==> src/sfifo_pkg.sv <==
// Purpose: Shared constants and carriers for the serial FIFO threshold block
// Assumes: 32-bit APB register bus, byte addresses
// Notes: Offsets of all three registers are local choices

package sfifo_pkg;

  // ----------------------------------------------------------------------
  // Register map
  // ----------------------------------------------------------------------
  localparam logic [7:0] RX_QUEUE_CONFIG_OFS = 8'h00;
  localparam logic [7:0] TX_QUEUE_CONFIG_OFS = 8'h04;
  localparam logic [7:0] QUEUE_STATUS_OFS = 8'h08;
  localparam logic [31:0] CONFIG_RESET = 32'h00000000;

  // ----------------------------------------------------------------------
  // Field positions
  // ----------------------------------------------------------------------
  localparam int FLUSH_BIT = 7;
  localparam int COND_BIT = 6;
  localparam int LVL_LSB = 0;
  localparam int ST_RX_LVL_LSB = 0;
  localparam int ST_TX_LVL_LSB = 8;

  // ----------------------------------------------------------------------
  // Partition sizes in bytes
  // ----------------------------------------------------------------------
  localparam logic [2:0] SIZE_HALF = 3'h4;
  localparam logic [2:0] SIZE_FULL = 3'h2;
  localparam logic [2:0] SIZE_NONE = 3'h0;

  typedef enum logic [1:0] {
    DPX_NONE,
    DPX_HALF_RX,
    DPX_HALF_TX,
    DPX_FULL
  } duplex_e;

  typedef struct packed {
    logic cond_sel;
    logic [1:0] level_sel;
  } queue_cfg_s;

  typedef struct packed {
    logic [2:0] fill;
    logic push;
    logic pop;
  } queue_ev_s;

endpackage

==> src/serial_fifo_threshold_control.sv <==
// Purpose: Flush and threshold interrupt control for serial RX/TX FIFOs
// Assumes: FIFO storage outside; fill levels and push/pop from same clock
// Notes: No register write waits; pready is always high
//
// Summary of operation
// [RULE_01] Writing one to the receive flush bit empties the RX FIFO; the bit reads zero.
// [RULE_02] Writing one to the transmit flush bit empties the TX FIFO; the bit reads zero.
// [RULE_03] RX interrupt on reaching the threshold, or with select high also when fill exceeds it on a read.
// [RULE_04] TX interrupt on reaching the threshold, or with select high also when fill cannot reach it on a read.
// [RULE_05] TX threshold: half 0,1,2,3 bytes; full duplex 0,1,0,1 bytes.
// [RULE_06] Software flushes both FIFOs after choosing duplex and enabling the FIFOs.
// [RULE_07] Software rewrites the TX configuration after stopping the serial unit.
// [RULE_08] Software rewrites the TX configuration after waking from idle with idle run off.
// [RULE_09] RX threshold: half 4,1,2,3 bytes; full duplex 2,1,2,1 bytes.
// [RULE_10] Enabled FIFOs partition as 4 RX, 4 TX or 2 plus 2 by duplex mode.
//
// Our own choices: the APB interface to the registers and the register offsets.

module serial_fifo_threshold_control
  import sfifo_pkg::*;
(
  input wire logic pclk,
  input wire logic presetn,
  input wire logic clk_en,
  input wire logic psel,
  input wire logic penable,
  input wire logic pwrite,
  input wire logic [7:0] paddr,
  input wire logic [31:0] pwdata,
  output logic [31:0] prdata,
  output logic pready,
  output logic pslverr,
  input wire logic queue_enable,
  input wire duplex_e duplex_mode,
  input wire queue_ev_s rx_ev,
  input wire queue_ev_s tx_ev,
  output logic rx_flush,
  output logic tx_flush,
  output logic [2:0] rx_capacity,
  output logic [2:0] tx_capacity,
  output logic rx_irq,
  output logic tx_irq
);

  // ----------------------------------------------------------------------
  // Register access decode
  // ----------------------------------------------------------------------
  queue_cfg_s rx_cfg_reg, tx_cfg_reg;
  logic rx_flush_reg, tx_flush_reg;
  logic rx_irq_reg, tx_irq_reg;
  logic [2:0] rx_prev_reg, tx_prev_reg;
  logic [31:0] prdata_reg;

  wire access = psel && penable && clk_en;
  wire wr = access && pwrite;
  // Read data loads at the setup edge so it stands in the access phase
  wire rd = psel && !penable && !pwrite && clk_en;
  wire hit_rx = (paddr == RX_QUEUE_CONFIG_OFS);
  wire hit_tx = (paddr == TX_QUEUE_CONFIG_OFS);
  wire hit_st = (paddr == QUEUE_STATUS_OFS);
  wire unmapped = !(hit_rx || hit_tx || hit_st);
  wire wr_rx = wr && hit_rx;
  wire wr_tx = wr && hit_tx;
  wire is_full = (duplex_mode == DPX_FULL);

  assign pready = 1'b1;
  // Unmapped or status writes flag an error; state is untouched
  assign pslverr = psel && penable && (unmapped || (pwrite && hit_st));

  // Flush bit never stored: read value carries zero at bit 7
  wire [31:0] rx_rd = {24'h0, 1'b0, rx_cfg_reg.cond_sel, 4'h0,
                       rx_cfg_reg.level_sel}; // see [RULE_01]
  wire [31:0] tx_rd = {24'h0, 1'b0, tx_cfg_reg.cond_sel, 4'h0,
                       tx_cfg_reg.level_sel}; // see [RULE_02]
  wire [31:0] st_rd = {16'h0, 2'h0, tx_irq_reg, 2'h0, tx_ev.fill,
                       2'h0, rx_irq_reg, 2'h0, rx_ev.fill};
  wire [31:0] rd_mux = hit_rx ? rx_rd : hit_tx ? tx_rd :
                       hit_st ? st_rd : 32'h00000000;

  assign prdata = prdata_reg;

  // ----------------------------------------------------------------------
  // Partitioning
  // ----------------------------------------------------------------------
  // see [RULE_10]
  assign rx_capacity = !queue_enable ? SIZE_NONE :
                       is_full ? SIZE_FULL :
                       (duplex_mode == DPX_HALF_RX) ? SIZE_HALF : SIZE_NONE;
  assign tx_capacity = !queue_enable ? SIZE_NONE :
                       is_full ? SIZE_FULL :
                       (duplex_mode == DPX_HALF_TX) ? SIZE_HALF : SIZE_NONE;

  // ----------------------------------------------------------------------
  // Thresholds
  // ----------------------------------------------------------------------
  logic [2:0] rx_thr, tx_thr;
  always_comb begin
    // see [RULE_09]
    case (rx_cfg_reg.level_sel)
      2'h0: rx_thr = is_full ? 3'h2 : 3'h4;
      2'h1: rx_thr = 3'h1;
      2'h2: rx_thr = 3'h2;
      default: rx_thr = is_full ? 3'h1 : 3'h3;
    endcase
    // see [RULE_05]
    if (is_full) begin
      tx_thr = {2'h0, tx_cfg_reg.level_sel[0]};
    end else begin
      tx_thr = {1'b0, tx_cfg_reg.level_sel};
    end
  end

  // ----------------------------------------------------------------------
  // Interrupt conditions
  // ----------------------------------------------------------------------
  // RX reach: fill steps onto the threshold from any other level, below or above
  wire rx_reach = (rx_ev.fill == rx_thr) && (rx_prev_reg != rx_thr);
  wire rx_read_hit = rx_cfg_reg.cond_sel && rx_ev.pop &&
                     (rx_ev.fill > rx_thr); // see [RULE_03]
  wire rx_fire = queue_enable && (rx_reach || rx_read_hit); // see [RULE_03]
  // TX reach: fill steps onto the threshold from any other level, above or below
  wire tx_reach = (tx_ev.fill == tx_thr) && (tx_prev_reg != tx_thr);
  wire tx_read_hit = tx_cfg_reg.cond_sel && tx_ev.pop &&
                     (tx_ev.fill < tx_thr); // see [RULE_04]
  wire tx_fire = queue_enable && (tx_reach || tx_read_hit); // see [RULE_04]

  assign rx_flush = rx_flush_reg;
  assign tx_flush = tx_flush_reg;
  assign rx_irq = rx_irq_reg;
  assign tx_irq = tx_irq_reg;

  // ----------------------------------------------------------------------
  // State
  // ----------------------------------------------------------------------
  always_ff @(posedge pclk or negedge presetn) begin
    if (!presetn) begin
      rx_cfg_reg <= queue_cfg_s'(CONFIG_RESET[2:0]);
      tx_cfg_reg <= queue_cfg_s'(CONFIG_RESET[2:0]);
      prdata_reg <= CONFIG_RESET;
    end else if (clk_en) begin
      if (wr_rx) begin
        rx_cfg_reg <= {pwdata[COND_BIT], pwdata[LVL_LSB +: 2]};
      end
      if (wr_tx) begin
        tx_cfg_reg <= {pwdata[COND_BIT], pwdata[LVL_LSB +: 2]};
      end
      if (rd) begin
        prdata_reg <= rd_mux;
      end
    end
  end

  always_ff @(posedge pclk or negedge presetn) begin
    if (!presetn) begin
      rx_flush_reg <= 1'b0;
      tx_flush_reg <= 1'b0;
      rx_irq_reg <= 1'b0;
      tx_irq_reg <= 1'b0;
      rx_prev_reg <= 3'h0;
      tx_prev_reg <= 3'h0;
    end else if (clk_en) begin
      rx_flush_reg <= wr_rx && pwdata[FLUSH_BIT]; // see [RULE_01]
      tx_flush_reg <= wr_tx && pwdata[FLUSH_BIT]; // see [RULE_02]
      rx_irq_reg <= rx_fire;
      tx_irq_reg <= tx_fire;
      rx_prev_reg <= rx_ev.fill;
      tx_prev_reg <= tx_ev.fill;
    end
  end

  // ----------------------------------------------------------------------
  // Checks
  // ----------------------------------------------------------------------
  AST_RX_FLUSH_PULSE: assert property ( // see [RULE_01]
    @(posedge pclk) disable iff (!presetn)
    (clk_en && wr_rx && pwdata[FLUSH_BIT]) |=> rx_flush)
    else $error("rx flush pulse missing");

  AST_TX_FLUSH_PULSE: assert property ( // see [RULE_02]
    @(posedge pclk) disable iff (!presetn)
    (clk_en && wr_tx && pwdata[FLUSH_BIT]) |=> tx_flush)
    else $error("tx flush pulse missing");

  AST_FLUSH_ONE_CYCLE: assert property ( // see [RULE_01]
    @(posedge pclk) disable iff (!presetn)
    (rx_flush && clk_en && !wr_rx) |=> !rx_flush)
    else $error("rx flush stuck");

  AST_RX_READS_ZERO: assert property ( // see [RULE_01]
    @(posedge pclk) disable iff (!presetn)
    (clk_en && rd && hit_rx) |=> !prdata[FLUSH_BIT])
    else $error("rx flush bit read as one");

  AST_TX_READS_ZERO: assert property ( // see [RULE_02]
    @(posedge pclk) disable iff (!presetn)
    (clk_en && rd && hit_tx) |=> !prdata[FLUSH_BIT])
    else $error("tx flush bit read as one");

  AST_RX_READ_IRQ: assert property ( // see [RULE_03]
    @(posedge pclk) disable iff (!presetn)
    (clk_en && queue_enable && rx_cfg_reg.cond_sel && rx_ev.pop &&
     rx_ev.fill > rx_thr) |=> rx_irq)
    else $error("rx read interrupt missing");

  AST_RX_NO_SEL: assert property ( // see [RULE_03]
    @(posedge pclk) disable iff (!presetn)
    (clk_en && !rx_cfg_reg.cond_sel && rx_ev.fill != rx_thr) |=> !rx_irq)
    else $error("rx interrupt off threshold");

  AST_TX_READ_IRQ: assert property ( // see [RULE_04]
    @(posedge pclk) disable iff (!presetn)
    (clk_en && queue_enable && tx_cfg_reg.cond_sel && tx_ev.pop &&
     tx_ev.fill < tx_thr) |=> tx_irq)
    else $error("tx read interrupt missing");

  AST_TX_FULL_THR: assert property ( // see [RULE_05]
    @(posedge pclk) disable iff (!presetn)
    (is_full && tx_cfg_reg.level_sel == 2'h2) |-> tx_thr == 3'h0)
    else $error("tx full duplex threshold wrong");

  AST_RX_HALF_THR: assert property ( // see [RULE_09]
    @(posedge pclk) disable iff (!presetn)
    (!is_full && rx_cfg_reg.level_sel == 2'h0) |-> rx_thr == 3'h4)
    else $error("rx half duplex threshold wrong");

  AST_PARTITION: assert property ( // see [RULE_10]
    @(posedge pclk) disable iff (!presetn)
    (queue_enable && is_full) |-> (rx_capacity == 3'h2 &&
     tx_capacity == 3'h2))
    else $error("full duplex partition wrong");

endmodule

==> config.mk <==
export PLATFORM = sky130hd
export DESIGN_NAME = serial_fifo_threshold_control
export DESIGN_NICKNAME = d
export VERILOG_FILES = /design/src/sfifo_pkg.sv /design/src/serial_fifo_threshold_control.sv
export SDC_FILE = /design/constraint.sdc
export NUM_CORES = 1
export LEC_CHECK = 0
export CORE_MARGIN = 2
export CORE_UTILIZATION = 56
export DETAILED_ROUTE_END_ITERATION = 8
export DONT_BUFFER_PORTS = 1
export MAX_ROUTING_LAYER = met4
export PLACE_DENSITY_LB_ADDON = 0.2
export RECOVER_POWER = 50
export SLEW_MARGIN = 10
export SYNTH_ARGS = -nofsm -noshare
export SYNTH_HDL_FRONTEND = slang
export SYNTH_SLANG_ARGS = --single-unit
==> constraint.sdc <==
create_clock -name pclk -period 1.4 [get_ports pclk]
set_input_delay 0 -clock pclk [delete_from_list [all_inputs] [get_ports pclk]]
set_output_delay 0 -clock pclk [all_outputs]
set_load 0.01 [all_outputs]
* Word-level counts from Yosys, hierarchy flattened *
Index checks and enable logic that the tools add are counted.

storage, ports and cells
  register bits = 48
  output and inout bits = 44
  logic and storage cells = 70

operators by class
  $lt $le $gt $ge = 2
  equal/unequal tests = 11
  mux-type cells = 13
  reductions and logical operators = 33

operators with widths
  operator              count
  $mux W14              3
  $mux W3               7
  $logic_and A1 B1 Y1   20
  $pmux W3 S3           1
  $eq A8 B3 Y1 const B  1
  $eq A8 B4 Y1 const B  1
  $logic_not A8 Y1      1
  $eq A2 B2 Y1 const B  3
  $eq A3 B3 Y1          2
  $ne A3 B3 Y1          2
  $reduce_and A2 Y1     3
  $logic_or A1 B1 Y1    5
  $eq A2 B1 Y1 const B  2
  $mux W2               2
  $gt A3 B3 Y1          1
  $logic_not A1 Y1      3
  $lt A3 B3 Y1          1
  $logic_not A2 Y1      1

* Depth between registers and ports, before layout *
  depth in word-level cells = 7
  gate-level depth with buffers = 7
  mapped depth without buffers = 7

* Worst setup path after synthesis *
Ideal clock, no wire load.

  path type = register to register
  from = register rx_cfg_reg[0] (netlist name)
  to = register rx_irq_reg (netlist: rx_irq)
  library setup time = 128 ps
  arrival = 1,388 ps
  data required time = 1,272 ps
  setup slack = -116 ps
  stages on the path, launching flop included = 8
  buffers on the path = 0
  period minus slack after synthesis = 1,516 ps
  path through = dfrtp_1 inv_1 mux2i_1 ha_1 nor2b_1 o2111ai_1 a31oi_1 a2bb2oi_1

between the ends
  word-level cells in the longest chain between the ends = 6
  elaborated cells between the ends (all ways) = 11
  those cells by class = order compare (1); eq/ne (4); mux (1); reduce/logical (5)

ends and longest elaborated chain
  item                                           RTL line                                                                    RTL
  start: declaration                             serial_fifo_threshold_control.sv:48                                         queue_cfg_s rx_cfg_reg, tx_cfg_reg;
  start signal: assignment                       serial_fifo_threshold_control.sv:137                                        rx_cfg_reg <= queue_cfg_s'(CONFIG_RESET[2:0]);
  start signal: assignment                       serial_fifo_threshold_control.sv:142                                        rx_cfg_reg <= {pwdata[COND_BIT], pwdata[LVL_LSB +: 2]};
  $eq A2 B2 Y1, or another cell as far along     serial_fifo_threshold_control.sv:99                                         case (rx_cfg_reg.level_sel)
  $pmux W3 S3 (*)                                serial_fifo_threshold_control.sv:99
  $gt A3 B3 Y1, or another cell as far along     serial_fifo_threshold_control.sv:119                                        (rx_ev.fill > rx_thr);
  $logic_and A1 B1 Y1, on equally long branches  serial_fifo_threshold_control.sv:118, serial_fifo_threshold_control.sv:117
  $logic_or A1 B1 Y1 (*)                         serial_fifo_threshold_control.sv:120                                        wire rx_fire = queue_enable && (rx_reach || rx_read_hit);
  $logic_and A1 B1 Y1 (*)                        serial_fifo_threshold_control.sv:120
  end signal: assignment                         serial_fifo_threshold_control.sv:164                                        rx_irq_reg <= rx_fire;
  end: declaration                               serial_fifo_threshold_control.sv:50                                         logic rx_irq_reg, tx_irq_reg;

Every way passes the cells marked *; elsewhere a longest branch is shown, timed or not.
A chain may end at the register's enable or synchronous reset.

* Worst setup path after layout *
Ends and elaborated chain as after synthesis.

==> implementation parameters <==
Parameter                              Value

Outcome
  Violated checks    negative setup slack
  Outcome    complete, but fails checks

Finish
  Number of flip-flops in the largest register    9
  Antenna diode count    0
  Synth-to-layout area growth    20.0%
  Share of cells above drive strength 1    between 20% and 30%
  Cell area after layout    between 1500 and 2000 um2
  Final Core Density    roughly 72%
  Nets    244

Worst setup path
  Worst endpoint data arrival time    1.86 ns
  Critical path capture point    rx_irq
  Capture point of the worst reg-to-reg path    rx_irq
  Minimum setup slack among reg-to-reg paths    -0.24 ns
  Worst Path Class, Setup    reg -> reg
  Kind of launch point of the worst setup path    register
  Required time of the critical path    1.62 ns
  Launch point of the worst path    rx_cfg_reg[0]
  Number of cells traversed by the worst register-to-register path    7
  Maximum net fanout on the critical path    4
  Start of the worst register-to-register path    rx_cfg_reg[0]
  Kind of end point of the critical path    register

Drt
  Total wire length    3690 um
  Post-route DRC    0
  Via count    1,188
  DRT Pass-1 Iters    4
  Routed length per instance    ~18 um
  Number of vias per cell    between 5 and 6
  Initial DRC count    20
  Number of nets with antenna violations after detailed routing    0

Timing
  Final min period    1.64 ns
  Highest achievable clock rate    approximately 610 MHz
  Count of final hold-check violations    0
  Hold slack final    between 0.01 and 0.015 ns
  Worst-case clock skew    between 0.002 and 0.003 ns
  Max-slew violation count    0
  Normalized max-slew margin    24.2%
  Post-layout worst setup margin    -0.238 ns
  RSZ-0062 raised after global routing    true
  Worst slew pin tran    roughly 1.1 ns
  Post-route fraction of the period consumed by the critical path    117%
  Final-report setup violation count    9

Job
  Max-cap check violation count    0

Yosys
  Total of flip-flops plus latches after synthesis    25
  Post-synthesis cell count    about 150
  Sequential share of the synthesized area    slightly above 40%
  Number of distinct library cells after synthesis    38
  Most used flip-flop cell after synthesis    dfrtp_1
  EDFF count, synth    0
  Area share of the leading cell type in the synthesized netlist    between 40% and 50%
  Post-Synthesis Mean Instance Area    about 11 um2
  Share of async-settable or async-resettable flops after synthesis    100%
  Area of the mapped netlist    roughly 1500 um2
  Leading area contributor after synthesis    dfrtp_1
  Synth top area cells    dfrtp_1 (41%), buf_4 (13%), mux2_2 (6.6%)
  Synthesis warning total    0

Clocking
  TritonCTS Buffers    3
  Clock-pin slew of the registers on the worst-case setup and hold paths    around 0.13 ns
  CTS Buffer Depth    2
  Root Driver    clkbuf_4
  CTS tree    built
  Clock network latency to the later pin of the worst-skew pair    approximately 0.32 ns
  H-tree level count    1
  Clk sink count    25

Power and ir drop
  Pwr Density    between 700 and 800 nW/um2
  Worst VDD drop    between 500 and 600 uV
  Static Leak    about 0.9 nW

Floorplan
  Area of the core region    2540 um2
  Effective utilization at floorplan    roughly 60%
  Number of placed I/O pins    103
  Vertical die dimension    between 50 and 60 um
  Full die area    between 3000 and 4000 um2
  Core Rows    18
  Die span in x    56.3 um

Global routing
  Via count of the first global-routing pass    approximately 1.2k
  Overflow after GRT    0
  Initial antenna violation count    0
  First-pass GRT wire length    5610 um
  Global-route usage over all layers    23.7%
  Maximum number of pins on one net before global-route repair    26

Place
  Cell area after placement    1530 um2
  Place WS    -0.186 ns
  Final HPWL from detailed placement    2340 um
  Port Buf Inserts    0
  Routability congestion estimate    ~0.81

Hold path
  Hold/Removal Path Class    in -> reg
==> layout make-up <==
class / count / area, um2
timing repair buffer: 36 / 323
clock inverter: 1 / 5.00
sequential: 25 / 626
multi-input combinational: 107 / 801
clock buffer: 3 / 22.5
inverter: 7 / 26.3
tap: 30 / 37.5
fill: 167 / 704
==> synthesized netlist by cell type, types with 2 or more instances <==
cell	instances
inv_1	7
nor2b_1	3
conb_1	2
a22o_1	7
dfrtp_1	25
nand2_1	9
o21ai_0	3
nor2_1	5
o41ai_1	2
nand3_1	4
clkbuf_1	4
a31oi_1	2
ha_1	5
mux2_4	3
a21oi_1	3
mux2_2	9
xor2_1	3
mux2i_1	4
buf_4	27
==> critical path: stages (launching register included) <==
cell and delay (ns):
dfrtp_1 0.44, inv_1 0.08, mux2i_2 0.19, ha_1 0.29
nor2b_4 0.14, o2111ai_2 0.15, a31oi_1 0.11, a2bb2oi_1 0.14
==> logic make-up (layout without fill, tap and decap cells) <==
kind of cell / after synthesis / count (layout) / synth area share [%]
adder cells (fa/ha/maj): 5 / 5 / 4.08
multiplexers: 16 / 16 / 12.2
flip-flops: 25 / 25 / 40.8
other: 2 / 26 / 0.490
AND/OR/NAND/NOR: 32 / 32 / 12.6
XOR/XNOR: 4 / 4 / 2.28
AO/OA/AOI/OAI: 24 / 24 / 11.7
buffers and inverters: 38 / 47 / 15.9
==> worst min-delay path by stage <==
| stage | from | end | cells after the start |
|---|---|---|---|
| floorplan | presetn | prdata[0] | 0 |
| global placement | presetn | rx_cfg_reg[2] | 0 |
| detailed placement | presetn | rx_cfg_reg[0] | 0 |
| CTS | tx_ev[0] | tx_irq | 4 |
| global route | clk_en | prdata[1] | 3 |
| finish | tx_ev[0] | tx_irq | 4 |
==> per-layer routing <==
| metal | global-route usage [%] | vias to the layer above | share of wire [%] |
|---|---|---|---|
| met5 | - | - | 0 |
| met2 | 39.7 | 65 | 51 |
| met3 | 3.69 | 9 | 6.5 |
| met1 | 28.7 | 586 | 40 |
| met4 | 9.52 | 0 | 2.4 |
| li1 | - | 528 | - |
==> per-stage QoR <==
stage / power (mW) / TNS [ns] / instances
final: 1.33 / -0.940 / 209
after global routing: 1.39 / -1.95 / 209
after CTS: 1.31 / -0.195 / 205
after detailed placement: 0.910 / -0.186 / 180
after global placement: 0.905 / -0.117 / 180
after floorplan: 0.947 / -0.116 / 170
==> where the power goes <==
part,internal (mW),switching [mW]
combinational,0.112,0.129
clock,0.107,0.216
sequential,0.744,0.0183
total,0.963,0.363
==> layout by cell type (no fill, tap or decap), types with 4 or more instances in the layout <==
| cell type | synthesis | layout |
|---|---|---|
| nor2_1 | 5 | 5 |
| dlygate4sd3_1 | 0 | 19 |
| ha_1 | 5 | 4 |
| nand2_1 | 9 | 9 |
| mux2_2 | 9 | 9 |
| inv_1 | 7 | 7 |
| a22o_1 | 7 | 7 |
| buf_4 | 27 | 16 |
| dfrtp_1 | 25 | 25 |
| conb_1 | 2 | 26 |
==> repair_timing <==
| item | 4_1_cts | 5_1_grt |
|---|---|---|
| hold endpoints to repair | 48 | 0 |
| hold buffers | 20 | 0 |
| buffers inserted | 1 | 4 |
| pin swaps | 3 | 7 |
| resized for setup | 2 | 7 |
| endpoints found under the setup margin | 1 | 8 |
Power figures use the tool's default switching activity.
